### config.mk
export PLATFORM = sky130hd
export DESIGN_NAME = jtsp_packer
export DESIGN_NICKNAME = d
export VERILOG_FILES = /design/src/jtsp_pkg.sv /design/src/jtsp_chan_pack.sv /design/src/jtsp_packer.sv
export SDC_FILE = /design/constraint.sdc
export NUM_CORES = 1
export LEC_CHECK = 0
export CAP_MARGIN = 40
export CORE_AREA = 2 2 351 353
export CTS_CLUSTER_SIZE = 20
export DETAILED_ROUTE_END_ITERATION = 16
export DIE_AREA = 0 0 353 355
export DONT_BUFFER_PORTS = 1
export GPL_ROUTABILITY_DRIVEN = 1
export PLACE_DENSITY = 0.31
export SYNTH_ARGS = -nofsm -noshare
export SYNTH_HDL_FRONTEND = slang
export SYNTH_SLANG_ARGS = --single-unit
### constraint.sdc
create_clock -name clk -period 1.9 [get_ports clk]
set_input_delay 0.38 -clock clk [delete_from_list [all_inputs] [get_ports clk]]
set_output_delay 0.38 -clock clk [all_outputs]
set_load 0.02 [all_outputs]
### src/jtsp_pkg.sv
/*
 * Constants, codes and lookup functions for the transport sample packer.
 * Assumes the user supplies one frame of samples per channel at once.
 */
package jtsp_pkg;

   // -----------------------------------------------------------------
   // Widths
   // -----------------------------------------------------------------
   localparam int NLANE    = 8;
   localparam int NCHAN    = 4;
   localparam int NSAMP    = 10;
   localparam int SAMP_W   = 9;
   localparam int LANE_W   = 64;
   localparam int C12_W    = 12;
   localparam int C10_W    = 10;
   localparam int B8_W     = 8;
   localparam int PACK_LAT = 1;

   // -----------------------------------------------------------------
   // Link format codes and part kinds
   // -----------------------------------------------------------------
   localparam logic [3:0] FMT_0 = 4'h0;
   localparam logic [3:0] FMT_1 = 4'h1;
   localparam logic [3:0] FMT_2 = 4'h2;
   localparam logic [3:0] FMT_3 = 4'h3;
   localparam logic [3:0] FMT_4 = 4'h4;
   localparam logic [3:0] FMT_5 = 4'h5;

   localparam logic [1:0] PART_QUAD   = 2'h0;
   localparam logic [1:0] PART_DUAL   = 2'h1;
   localparam logic [1:0] PART_SINGLE = 2'h2;

   // -----------------------------------------------------------------
   // Padding and reset values
   // -----------------------------------------------------------------
   localparam logic [2:0]  PAD3     = 3'h0;
   localparam logic        PAD1     = 1'h0;
   localparam logic [3:0]  TAIL     = 4'h0;
   localparam logic [3:0]  OCT_RST  = 4'h0;
   localparam logic [7:0]  LEN_RST  = 8'h00;

   // -----------------------------------------------------------------
   // Lookups
   // -----------------------------------------------------------------
   function automatic logic [2:0] chan_count(input logic [1:0] p);
      case (p)
         PART_QUAD: chan_count = 3'h4;
         PART_DUAL: chan_count = 3'h2;
         default:   chan_count = 3'h1;
      endcase
   endfunction

   function automatic logic [3:0] lane_count(input logic [3:0] m,
                                             input logic [1:0] p);
      logic [2:0] n;
      n = chan_count(p);
      case (m)
         FMT_0:   lane_count = {n, 1'b0};
         FMT_1:   lane_count = (n == 3'h4) ? 4'h6 :
                               (n == 3'h2) ? 4'h3 : 4'h2;
         FMT_2,
         FMT_3:   lane_count = {1'b0, n};
         FMT_4:   lane_count = (n == 3'h4) ? 4'h3 : {1'b0, n};
         FMT_5:   lane_count = (n == 3'h4) ? 4'h2 : 4'h1;
         default: lane_count = 4'h0;
      endcase
   endfunction

   function automatic logic [3:0] octet_count(input logic [3:0] m);
      case (m)
         FMT_0:   octet_count = 4'h8;
         FMT_2:   octet_count = 4'h1;
         FMT_3:   octet_count = 4'h5;
         FMT_1,
         FMT_4,
         FMT_5:   octet_count = 4'h2;
         default: octet_count = OCT_RST;
      endcase
   endfunction

   function automatic logic [C12_W-1:0] cont12(input logic [SAMP_W-1:0] s);
      cont12 = {s, PAD3};
   endfunction

endpackage

### src/jtsp_chan_pack.sv
/*
 * Per-channel container builder: forms every layout one channel needs.
 * Assumes absent channels are already forced to zero by the caller.
 */
`timescale 1ns/10ps
`default_nettype none

module jtsp_chan_pack
   import jtsp_pkg::*;
(
   input  wire logic [NSAMP-1:0][SAMP_W-1:0] samp,
   output logic      [LANE_W-1:0]            even_w,
   output logic      [LANE_W-1:0]            odd_w,
   output logic      [4*C10_W-1:0]           w10,
   output logic      [2*C12_W-1:0]           pair12,
   output logic      [C12_W-1:0]             c12,
   output logic      [B8_W-1:0]              b8
);

   // -----------------------------------------------------------------
   // Layouts
   // -----------------------------------------------------------------
   always_comb begin
      even_w = '0;
      odd_w  = '0;
      w10    = '0;
      for (int i = 0; i < 5; i++) begin
         even_w[LANE_W-1-C12_W*i -: C12_W] = cont12(samp[2*i]);
         odd_w[LANE_W-1-C12_W*i -: C12_W]  = cont12(samp[2*i+1]);
      end
      even_w[3:0] = TAIL;
      odd_w[3:0]  = TAIL;
      for (int i = 0; i < 4; i++) begin
         w10[4*C10_W-1-C10_W*i -: C10_W] = {samp[i], PAD1};
      end
      pair12 = {cont12(samp[0]), cont12(samp[1])};
      c12    = cont12(samp[0]);
      b8     = samp[0][SAMP_W-1 -: B8_W];
   end

endmodule

`default_nettype wire

### src/jtsp_packer.sv
/*
 * Transport-layer sample packer: maps one frame of A..D samples to lanes.
 * Assumes link encoding, scrambling and sync follow downstream.
 */
// Overview of operation
// - Format 0 lane 3 carries B odd samples, 12-bit containers, tail.
// - Format 0 quad lanes 6 and 7 carry D even and odd samples.
// - Format 1 packs 9-bit samples, 6/3/2 lanes, two octets each.
// - Format 1 quad lanes 4 and 5 carry C1 tail and D0, D1.
// - Format 2 sends one 8-bit sample per lane, channels in order.
// - Format 3 gives each channel one lane of four 10-bit containers.
// - Format 4 streams 12-bit containers over 3/2/1 lanes, 64b/66b.
// - Format 4 quad lane 2 carries C0 low bit then D0 container.
// - Format 5 streams 8-bit samples over 2/1/1 lanes, 64b/66b.
// - All tail bits are zero.
// - Samples MSB first; extra container bits are zero.
// - Lowest lanes used; higher lanes off and zero.
`timescale 1ns/10ps
`default_nettype none

module jtsp_packer
   import jtsp_pkg::*;
(
   input  wire logic                         clk,
   input  wire logic                         srst,
   input  wire logic                         frame_valid,
   input  wire logic [3:0]                   link_format_select,
   input  wire logic [1:0]                   part_kind,
   input  wire logic [NSAMP-1:0][SAMP_W-1:0] ch_a,
   input  wire logic [NSAMP-1:0][SAMP_W-1:0] ch_b,
   input  wire logic [NSAMP-1:0][SAMP_W-1:0] ch_c,
   input  wire logic [NSAMP-1:0][SAMP_W-1:0] ch_d,
   output logic      [NLANE-1:0][LANE_W-1:0] lane_data,
   output logic                              lane_valid,
   output logic      [NLANE-1:0]             lane_enable,
   output logic      [3:0]                   lane_octets,
   output logic                              use_64b66b,
   output logic                              format_error
);

   // -----------------------------------------------------------------
   // Channel masking and containers
   // -----------------------------------------------------------------
   logic [2:0]                              nch;
   logic [3:0]                              lanes_now;
   logic [NCHAN-1:0][NSAMP-1:0][SAMP_W-1:0] samp;
   logic [NCHAN-1:0][LANE_W-1:0]            even_w;
   logic [NCHAN-1:0][LANE_W-1:0]            odd_w;
   logic [NCHAN-1:0][4*C10_W-1:0]           w10;
   logic [NCHAN-1:0][2*C12_W-1:0]           pr;
   logic [NCHAN-1:0][C12_W-1:0]             c12;
   logic [NCHAN-1:0][B8_W-1:0]              b8;

   assign nch       = chan_count(part_kind);
   assign lanes_now = lane_count(link_format_select, part_kind);

   always_comb begin
      samp[0] = ch_a;
      samp[1] = (nch >= 3'h2) ? ch_b : '0;
      samp[2] = (nch == 3'h4) ? ch_c : '0;
      samp[3] = (nch == 3'h4) ? ch_d : '0;
   end

   for (genvar g = 0; g < NCHAN; g++) begin : g_pack
      jtsp_chan_pack u_pack (
         .samp   (samp[g]),
         .even_w (even_w[g]),
         .odd_w  (odd_w[g]),
         .w10    (w10[g]),
         .pair12 (pr[g]),
         .c12    (c12[g]),
         .b8     (b8[g])
      );
   end

   // -----------------------------------------------------------------
   // Lane mapping
   // -----------------------------------------------------------------
   logic [NLANE-1:0][LANE_W-1:0] lane_next;
   logic [47:0]                  s_ab;
   logic [47:0]                  s_cd;
   logic [47:0]                  s_c4;
   logic [31:0]                  s_b5;

   always_comb begin
      lane_next = '0;
      s_ab      = {pr[0], pr[1]};
      s_cd      = {pr[2], pr[3]};
      s_c4      = {c12[0], c12[1], c12[2], c12[3]};
      s_b5      = {b8[0], b8[1], b8[2], b8[3]};
      case (link_format_select)
         FMT_0: begin
            for (int c = 0; c < NCHAN; c++) begin
               lane_next[2*c]   = even_w[c];
               lane_next[2*c+1] = odd_w[c];
            end
         end
         FMT_1: begin
            for (int i = 0; i < 3; i++) begin
               lane_next[i][63:48]   = s_ab[47-16*i -: 16];
               lane_next[i+3][63:48] = s_cd[47-16*i -: 16];
            end
         end
         FMT_2: begin
            for (int c = 0; c < NCHAN; c++) begin
               lane_next[c][63:56] = b8[c];
            end
         end
         FMT_3: begin
            for (int c = 0; c < NCHAN; c++) begin
               lane_next[c][63:24] = w10[c];
            end
         end
         FMT_4: begin
            for (int i = 0; i < 3; i++) begin
               lane_next[i][63:48] = s_c4[47-16*i -: 16];
            end
         end
         FMT_5: begin
            for (int i = 0; i < 2; i++) begin
               lane_next[i][63:48] = s_b5[31-16*i -: 16];
            end
         end
         default: begin
            lane_next = '0;
         end
      endcase
      for (int i = 0; i < NLANE; i++) begin
         if (i >= int'(lanes_now)) begin
            lane_next[i] = '0;
         end
      end
   end

   // -----------------------------------------------------------------
   // Output registers
   // -----------------------------------------------------------------
   logic [NLANE-1:0][LANE_W-1:0] lane_data_reg;
   logic                         lane_valid_reg;
   logic [NLANE-1:0]             lane_enable_reg;
   logic [NLANE-1:0]             lane_enable_next;
   logic [3:0]                   lane_octets_reg;
   logic                         use_64b66b_reg;
   logic                         format_error_reg;

   always_comb begin
      for (int i = 0; i < NLANE; i++) begin
         lane_enable_next[i] = (i < int'(lanes_now));
      end
   end

   always_ff @(posedge clk) begin
      if (srst) begin
         lane_data_reg <= '0;
      end else if (frame_valid) begin
         lane_data_reg <= lane_next;
      end
   end

   always_ff @(posedge clk) begin
      if (srst) begin
         lane_valid_reg <= 1'b0;
      end else begin
         lane_valid_reg <= frame_valid;
      end
   end

   always_ff @(posedge clk) begin
      if (srst) begin
         lane_enable_reg  <= LEN_RST;
         lane_octets_reg  <= OCT_RST;
         use_64b66b_reg   <= 1'b0;
         format_error_reg <= 1'b0;
      end else begin
         lane_enable_reg  <= lane_enable_next;
         lane_octets_reg  <= octet_count(link_format_select);
         use_64b66b_reg   <= (link_format_select == FMT_4) ||
                             (link_format_select == FMT_5);
         format_error_reg <= (link_format_select > FMT_5);
      end
   end

   assign lane_data    = lane_data_reg;
   assign lane_valid   = lane_valid_reg;
   assign lane_enable  = lane_enable_reg;
   assign lane_octets  = lane_octets_reg;
   assign use_64b66b   = use_64b66b_reg;
   assign format_error = format_error_reg;
endmodule

`default_nettype wire

# [Word level (Yosys, flattened, before mapping)]
# Index checks and enable logic that the tools add are counted.
[word_totals] inputBits=369 wordCells=84 ff_bits=527
[classes] mux=39 n_eq_ne=8 order_cmp=18 reduce_logical=6
[ops] op="64-bit 2-to-1 mux" count=8
[ops] op="90-bit 2-to-1 mux" count=3
[ops] op="24-bit case mux with 2 select lines" count=4
[ops] op="128-bit 2-to-1 mux" count=1
[ops] op="8-bit case mux with 5 select lines" count=3
[ops] op="24-bit 2-to-1 mux" count=4
[ops] op="48-bit 2-to-1 mux" count=2
[ops] op="16-bit case mux with 2 select lines" count=2
[ops] op="8-bit case mux with 4 select lines" count=2
[ops] op="8-bit case mux with 3 select lines" count=2
[ops] op="4-bit case mux with 5 select lines" count=1
[ops] op="3-bit by 4-bit >= comparator with 1-bit output (first input constant)" count=4
[ops] op="3-bit by 4-bit less-than comparator with 1-bit output (first input constant)" count=4
[ops] op="4-bit case mux with 4 select lines" count=1
[ops] op="4-bit by 2-bit == test with 1-bit output (second input constant)" count=2
[ops] op="4-bit by 3-bit == test with 1-bit output (second input constant)" count=2
[ops] op="1-bit by 4-bit >= comparator with 1-bit output (first input constant)" count=2
[ops] op="2-bit by 4-bit >= comparator with 1-bit output (first input constant)" count=2
[ops] op="1-bit by 4-bit less-than comparator with 1-bit output (first input constant)" count=2
[ops] op="2-bit by 4-bit less-than comparator with 1-bit output (first input constant)" count=2
[ops] op="8-bit 2-to-1 mux" count=1
[ops] op="3-bit 2-to-1 mux" count=2
[ops] op="3-bit case mux with 2 select lines" count=1
[ops] op="6-bit OR reduction" count=1
[ops] op="other kinds (13)" count=13

# [Depth between registers and ports, before layout]
[depth] word_depth=8 ltp_mapped=9 depth_no_buf=5

# [Modules after synthesis]
# A second synthesis with hierarchy kept.
[hier_totals] hier_cells=2903 area_unflattened_um2=26990.9
[modules_own_cells] mod="jtsp_packer" seq_area_each_um2=10550.1 area_per_inst_um2=20609.8 cells_each=2051 n_inst=1
[modules_own_cells] mod="jtsp_chan_pack" seq_area_each_um2=0.0 area_per_inst_um2=1595.3 cells_each=213 n_inst=4

# [Worst setup path before layout]
# No wires, ideal clock.
[synth_path] path_type="input to register" startpoint="input link_format_select[1]" endpoint="register lane_data_reg (netlist bit lane_data[299])" setup_time_ns=0.061 required_ns=1.839 arrival_ns=1.803 setup_slack_ns=0.036 path_buffers=2 path_stages=6 cell_sequence="buf_2 or3b_1 buf_2 nor3_4 nor3b_4 a32o_1"
[synth_via] elab_chain_len=5 word_cells_on_any_way=11 cone_classes="order compare (1); eq/ne (5); mux (3); reduce/logical (2)"
[synth_rtl] element="start, declared" line="jtsp_packer.sv:27" rtl="input wire logic [3:0] link_format_select,"
[synth_rtl] element="4-bit by 2-bit == test with 1-bit output" line="jtsp_pkg.sv:58" rtl="case (m)"
[synth_rtl] element="2-bit OR reduction (no source line)"
[synth_rtl] element="4-bit case mux with 5 select lines" line="jtsp_pkg.sv:58"
[synth_rtl] element="3-bit by 4-bit >= comparator with 1-bit output" line="jtsp_packer.sv:129" rtl="if (i >= int'(lanes_now)) begin"
[synth_rtl] element="64-bit 2-to-1 mux (*)" line="jtsp_packer.sv:129"
[synth_rtl] element="end signal, assigned" line="jtsp_packer.sv:156" rtl="lane_data_reg <= lane_next;"
[synth_rtl] element="end, declared" line="jtsp_packer.sv:138" rtl="logic [NLANE-1:0][LANE_W-1:0] lane_data_reg;"
# Mark *: on every way between the ends. The rest lies on a longest branch, timed or not.
# A chain may end at the register's enable or synchronous reset.

==> impl_metrics.csv <==
group,metric,value,unit
logic_synthesis,syn-cell-area,15700,um2
setup_path,r2r_start,"lane_data[112]",
drt,wl_met1,36320,um
logic_synthesis,synth_seq_area_share,53.06,%
global_routing,grt_usage,14.76,%
setup_path,worstPathRequired,2.49,ns
drt,drt_first_pass_iters,5,
drt,dr_wl_met2,46730,um
logic_synthesis,synth_edf_count,0,
timing,setup_viol,0,
drt,drc,0,
floorplan,core-area,121400,um2
power_and_ir_drop,p_comb_share,8.0,%
power_and_ir_drop,leakagePower,8.518,nW
drt,routed.top_layer,"met5",
min_path,hold_path_class,"in2reg",
setup_path,r2r_cells,3,
floorplan,start_util,12.93,%
floorplan,rows,128,
timing,worst_pin_slew,0.7798,ns
final_layout,final_cells,3541,
setup_path,end_kind,"register",
placement,place.gp.congestion,0.7995,
floorplan,io_pins,896,
logic_synthesis,synth.distinct_cells,54,
drt,totalWireLength,98140,um
timing,finalCritPeriodShare,97.06,%
final_layout,final_area,23520,um2
final_layout,final_layout_size_suffix_gt1_share,10.29,%
drt,wl_met3,12200,um
setup_path,rr_endpoint,"lane_data[112]",
clock_network,cts.clk_slew.worst_paths,0.06,ns
timing,finalMaxSlewViolations,0,
final_layout,syn_to_final_growth,49.84,%
clock_network,cts_tree,"yes",
timing,fmax,0.5423,GHz
clock_network,root_buffer,"clkbuf_16",
logic_synthesis,yosys_warnings,0,
floorplan,die_x,353,um
clock_network,cts_buffer_depth,3,
setup_path,start_kind,"primary input",
clock_network,clk_latency,0.62,ns
timing,rsz0062_at_grt,"false",
global_routing,antenna_found_initial,25,
logic_synthesis,avgSynthCellArea,10.56,um2
placement,dpl_cell_area,17810,um2
power_and_ir_drop,power.density,901.3,nW/um2
clock_network,cts.sinks,416,
placement,portBuffers,0,
logic_synthesis,synth_seq_cells,416,
power_and_ir_drop,swShare,24.89,%
global_routing,grt_max_degree,88,
placement,hpwl,71640,um
final_layout,most-common-layout-cells,"dfxtp_1 (416), dlygate4sd3_1 (386), a22o_1 (267), conb_1 (111), nand2_1 (106)",
setup_path,setup.worst_path.end,"lane_data[112]",
logic_synthesis,ys.flop_type,"dfxtp_1",
power_and_ir_drop,switchingPower,5.275,mW
floorplan,chipHeight,355,um
final_layout,largest_reg_flops,401,
timing,fin_crit,1.844,ns
setup_path,r2r_slack,0.23,ns
timing,fin_skew,0,ns
power_and_ir_drop,irDropWorstVdd,0.6456,mV
logic_synthesis,synthArstFlopShare,0,%
global_routing,grt_pass1_wl,128500,um
drt,wire_per_inst,27.72,um
run_status,outcome,"complete, no violations",
floorplan,dieArea,125300,um2
setup_path,critical_path_class,"in2reg",
power_and_ir_drop,p_int,15.92,mW
power_and_ir_drop,clkPwrFrac,49.9,%
final_layout,nets,2239,
logic_synthesis,syn_inst,1486,
timing,slew-limit-headroom,47.84,%
clock_network,htreeDepth,2,
setup_path,worstPathArrival,2.44,ns
clock_network,cts_buffers,52,
power_and_ir_drop,power,21.20,mW
job,maxCapViolCount,0,
drt,drtIter0Drc,960,
final_layout,final_common_cell,"dfxtp_1",
drt,dr_total_vias,14290,
global_routing,first_global_vias,14340,
setup_path,startpoint,"frame_valid",
setup_path,worstPathMaxFanout,14,
placement,dp_cells,3054,
power_and_ir_drop,p_seq_share,42.1,%
timing,hold_viol_final,0,
drt,viasPerCell,4.036,
drt,ant_nets,0,
global_routing,grt_overflow,0,
[final cells by class]
class,count,area [um2]
well taps,1625,2033
fillers,13270,97880
clock inverters,23,325.3
diodes,11,27.53
inverters,10,37.54
clock buffers,66,1476
multi-input cells,920,6409
repair buffers,470,4881
flip-flops and latches,416,8328
[worst min-delay path by stage]
stage,to,from,slack (ns),cells past startpoint
after global routing,lane_data[49],part_kind[1],0.03,2
final,lane_data[52],frame_valid,0.06,2
after floorplan,lane_data[217],ch_b[69],0.48,2
after detailed placement,lane_data[224],ch_b[46],0.49,2
after CTS,lane_data[247],ch_c[0],0.002,3
after global placement,lane_data[225],ch_b[47],0.48,2
[metrics by stage]
stage	TNS (ns)	setup slack, ns	utilization, %	hold WS [ns]
6_report	0	0.05594	19.37	0.05678
5_1_grt	0	0.06296	19.36	0.03040
4_1_cts	0	0.09455	19.33	0.001507
3_5_place_dp	-0.1560	-0.02817	14.67	0.4903
3_3_place_gp	0	0.001811	14.67	0.4837
2_1_floorplan	0	0.03637	-	0.4790
[cell families after synthesis]
kind of cell	synth area share [%]
compound gates	29.29
flops	53.06
simple gates	7.430
buf+inv	9.279
other cells	0.02389
mux	0.9168
[metal layers]
| metal | vias to the layer above | track usage [%] |
|---|---|---|
| met3 | 131 | 7.718 |
| met5 | - | 0 |
| met4 | 16 | 4.349 |
| li1 | 6244 | - |
| met1 | 7111 | 15.94 |
| met2 | 791 | 25.04 |
[synth_stat cells, drive strengths merged, types with 5 or more instances]
library cell  instances  area share, %
a211oi                5           0.24
a21oi                 8           0.26
a221oi                9           0.50
a22o                267             15
a22oi                62            3.0
a311oi                8           0.45
a32o                 63            4.0
a32oi                40            2.2
and3                 11           0.44
buf                 164            7.0
clkbuf               86            2.1
dfxtp               416             53
inv                   8           0.19
mux2i                11           0.70
nand2               106            2.5
nand3                19           0.61
nand3b                7           0.33
nor2                 31           0.77
nor2b                10           0.40
nor3                 14           0.65
nor4                  5           0.28
o21ai                90            2.9
[timing repair]
item,CTS,global route
endpoints found under the setup margin,0,1
hold buffers,386,0
buffers inserted,0,0
gates resized for setup,0,1
endpoints found under the hold margin,402,0
[worst max-delay path, cell delays in order]
cell and delay (ns):
dlygate4sd3_1 1.04, nor2_1 0.12, a311oi_1 0.29, dlygate4sd3_1 0.58
[power by group through the flow]
| stage | clock (mW) | combinational, mW | sequential (mW) |
|---|---|---|---|
| 6_report | 10.6 | 1.70 | 8.92 |
| 5_1_grt | 11.3 | 1.80 | 8.92 |
| 4_1_cts | 11.0 | 1.71 | 8.92 |
| 3_5_place_dp | 0 | 0.866 | 9.11 |
| 3_3_place_gp | 0 | 0.856 | 9.11 |
| 2_1_floorplan | 0 | 0.817 | 9.07 |
Note: power is estimated with default switching activity, not from simulation.
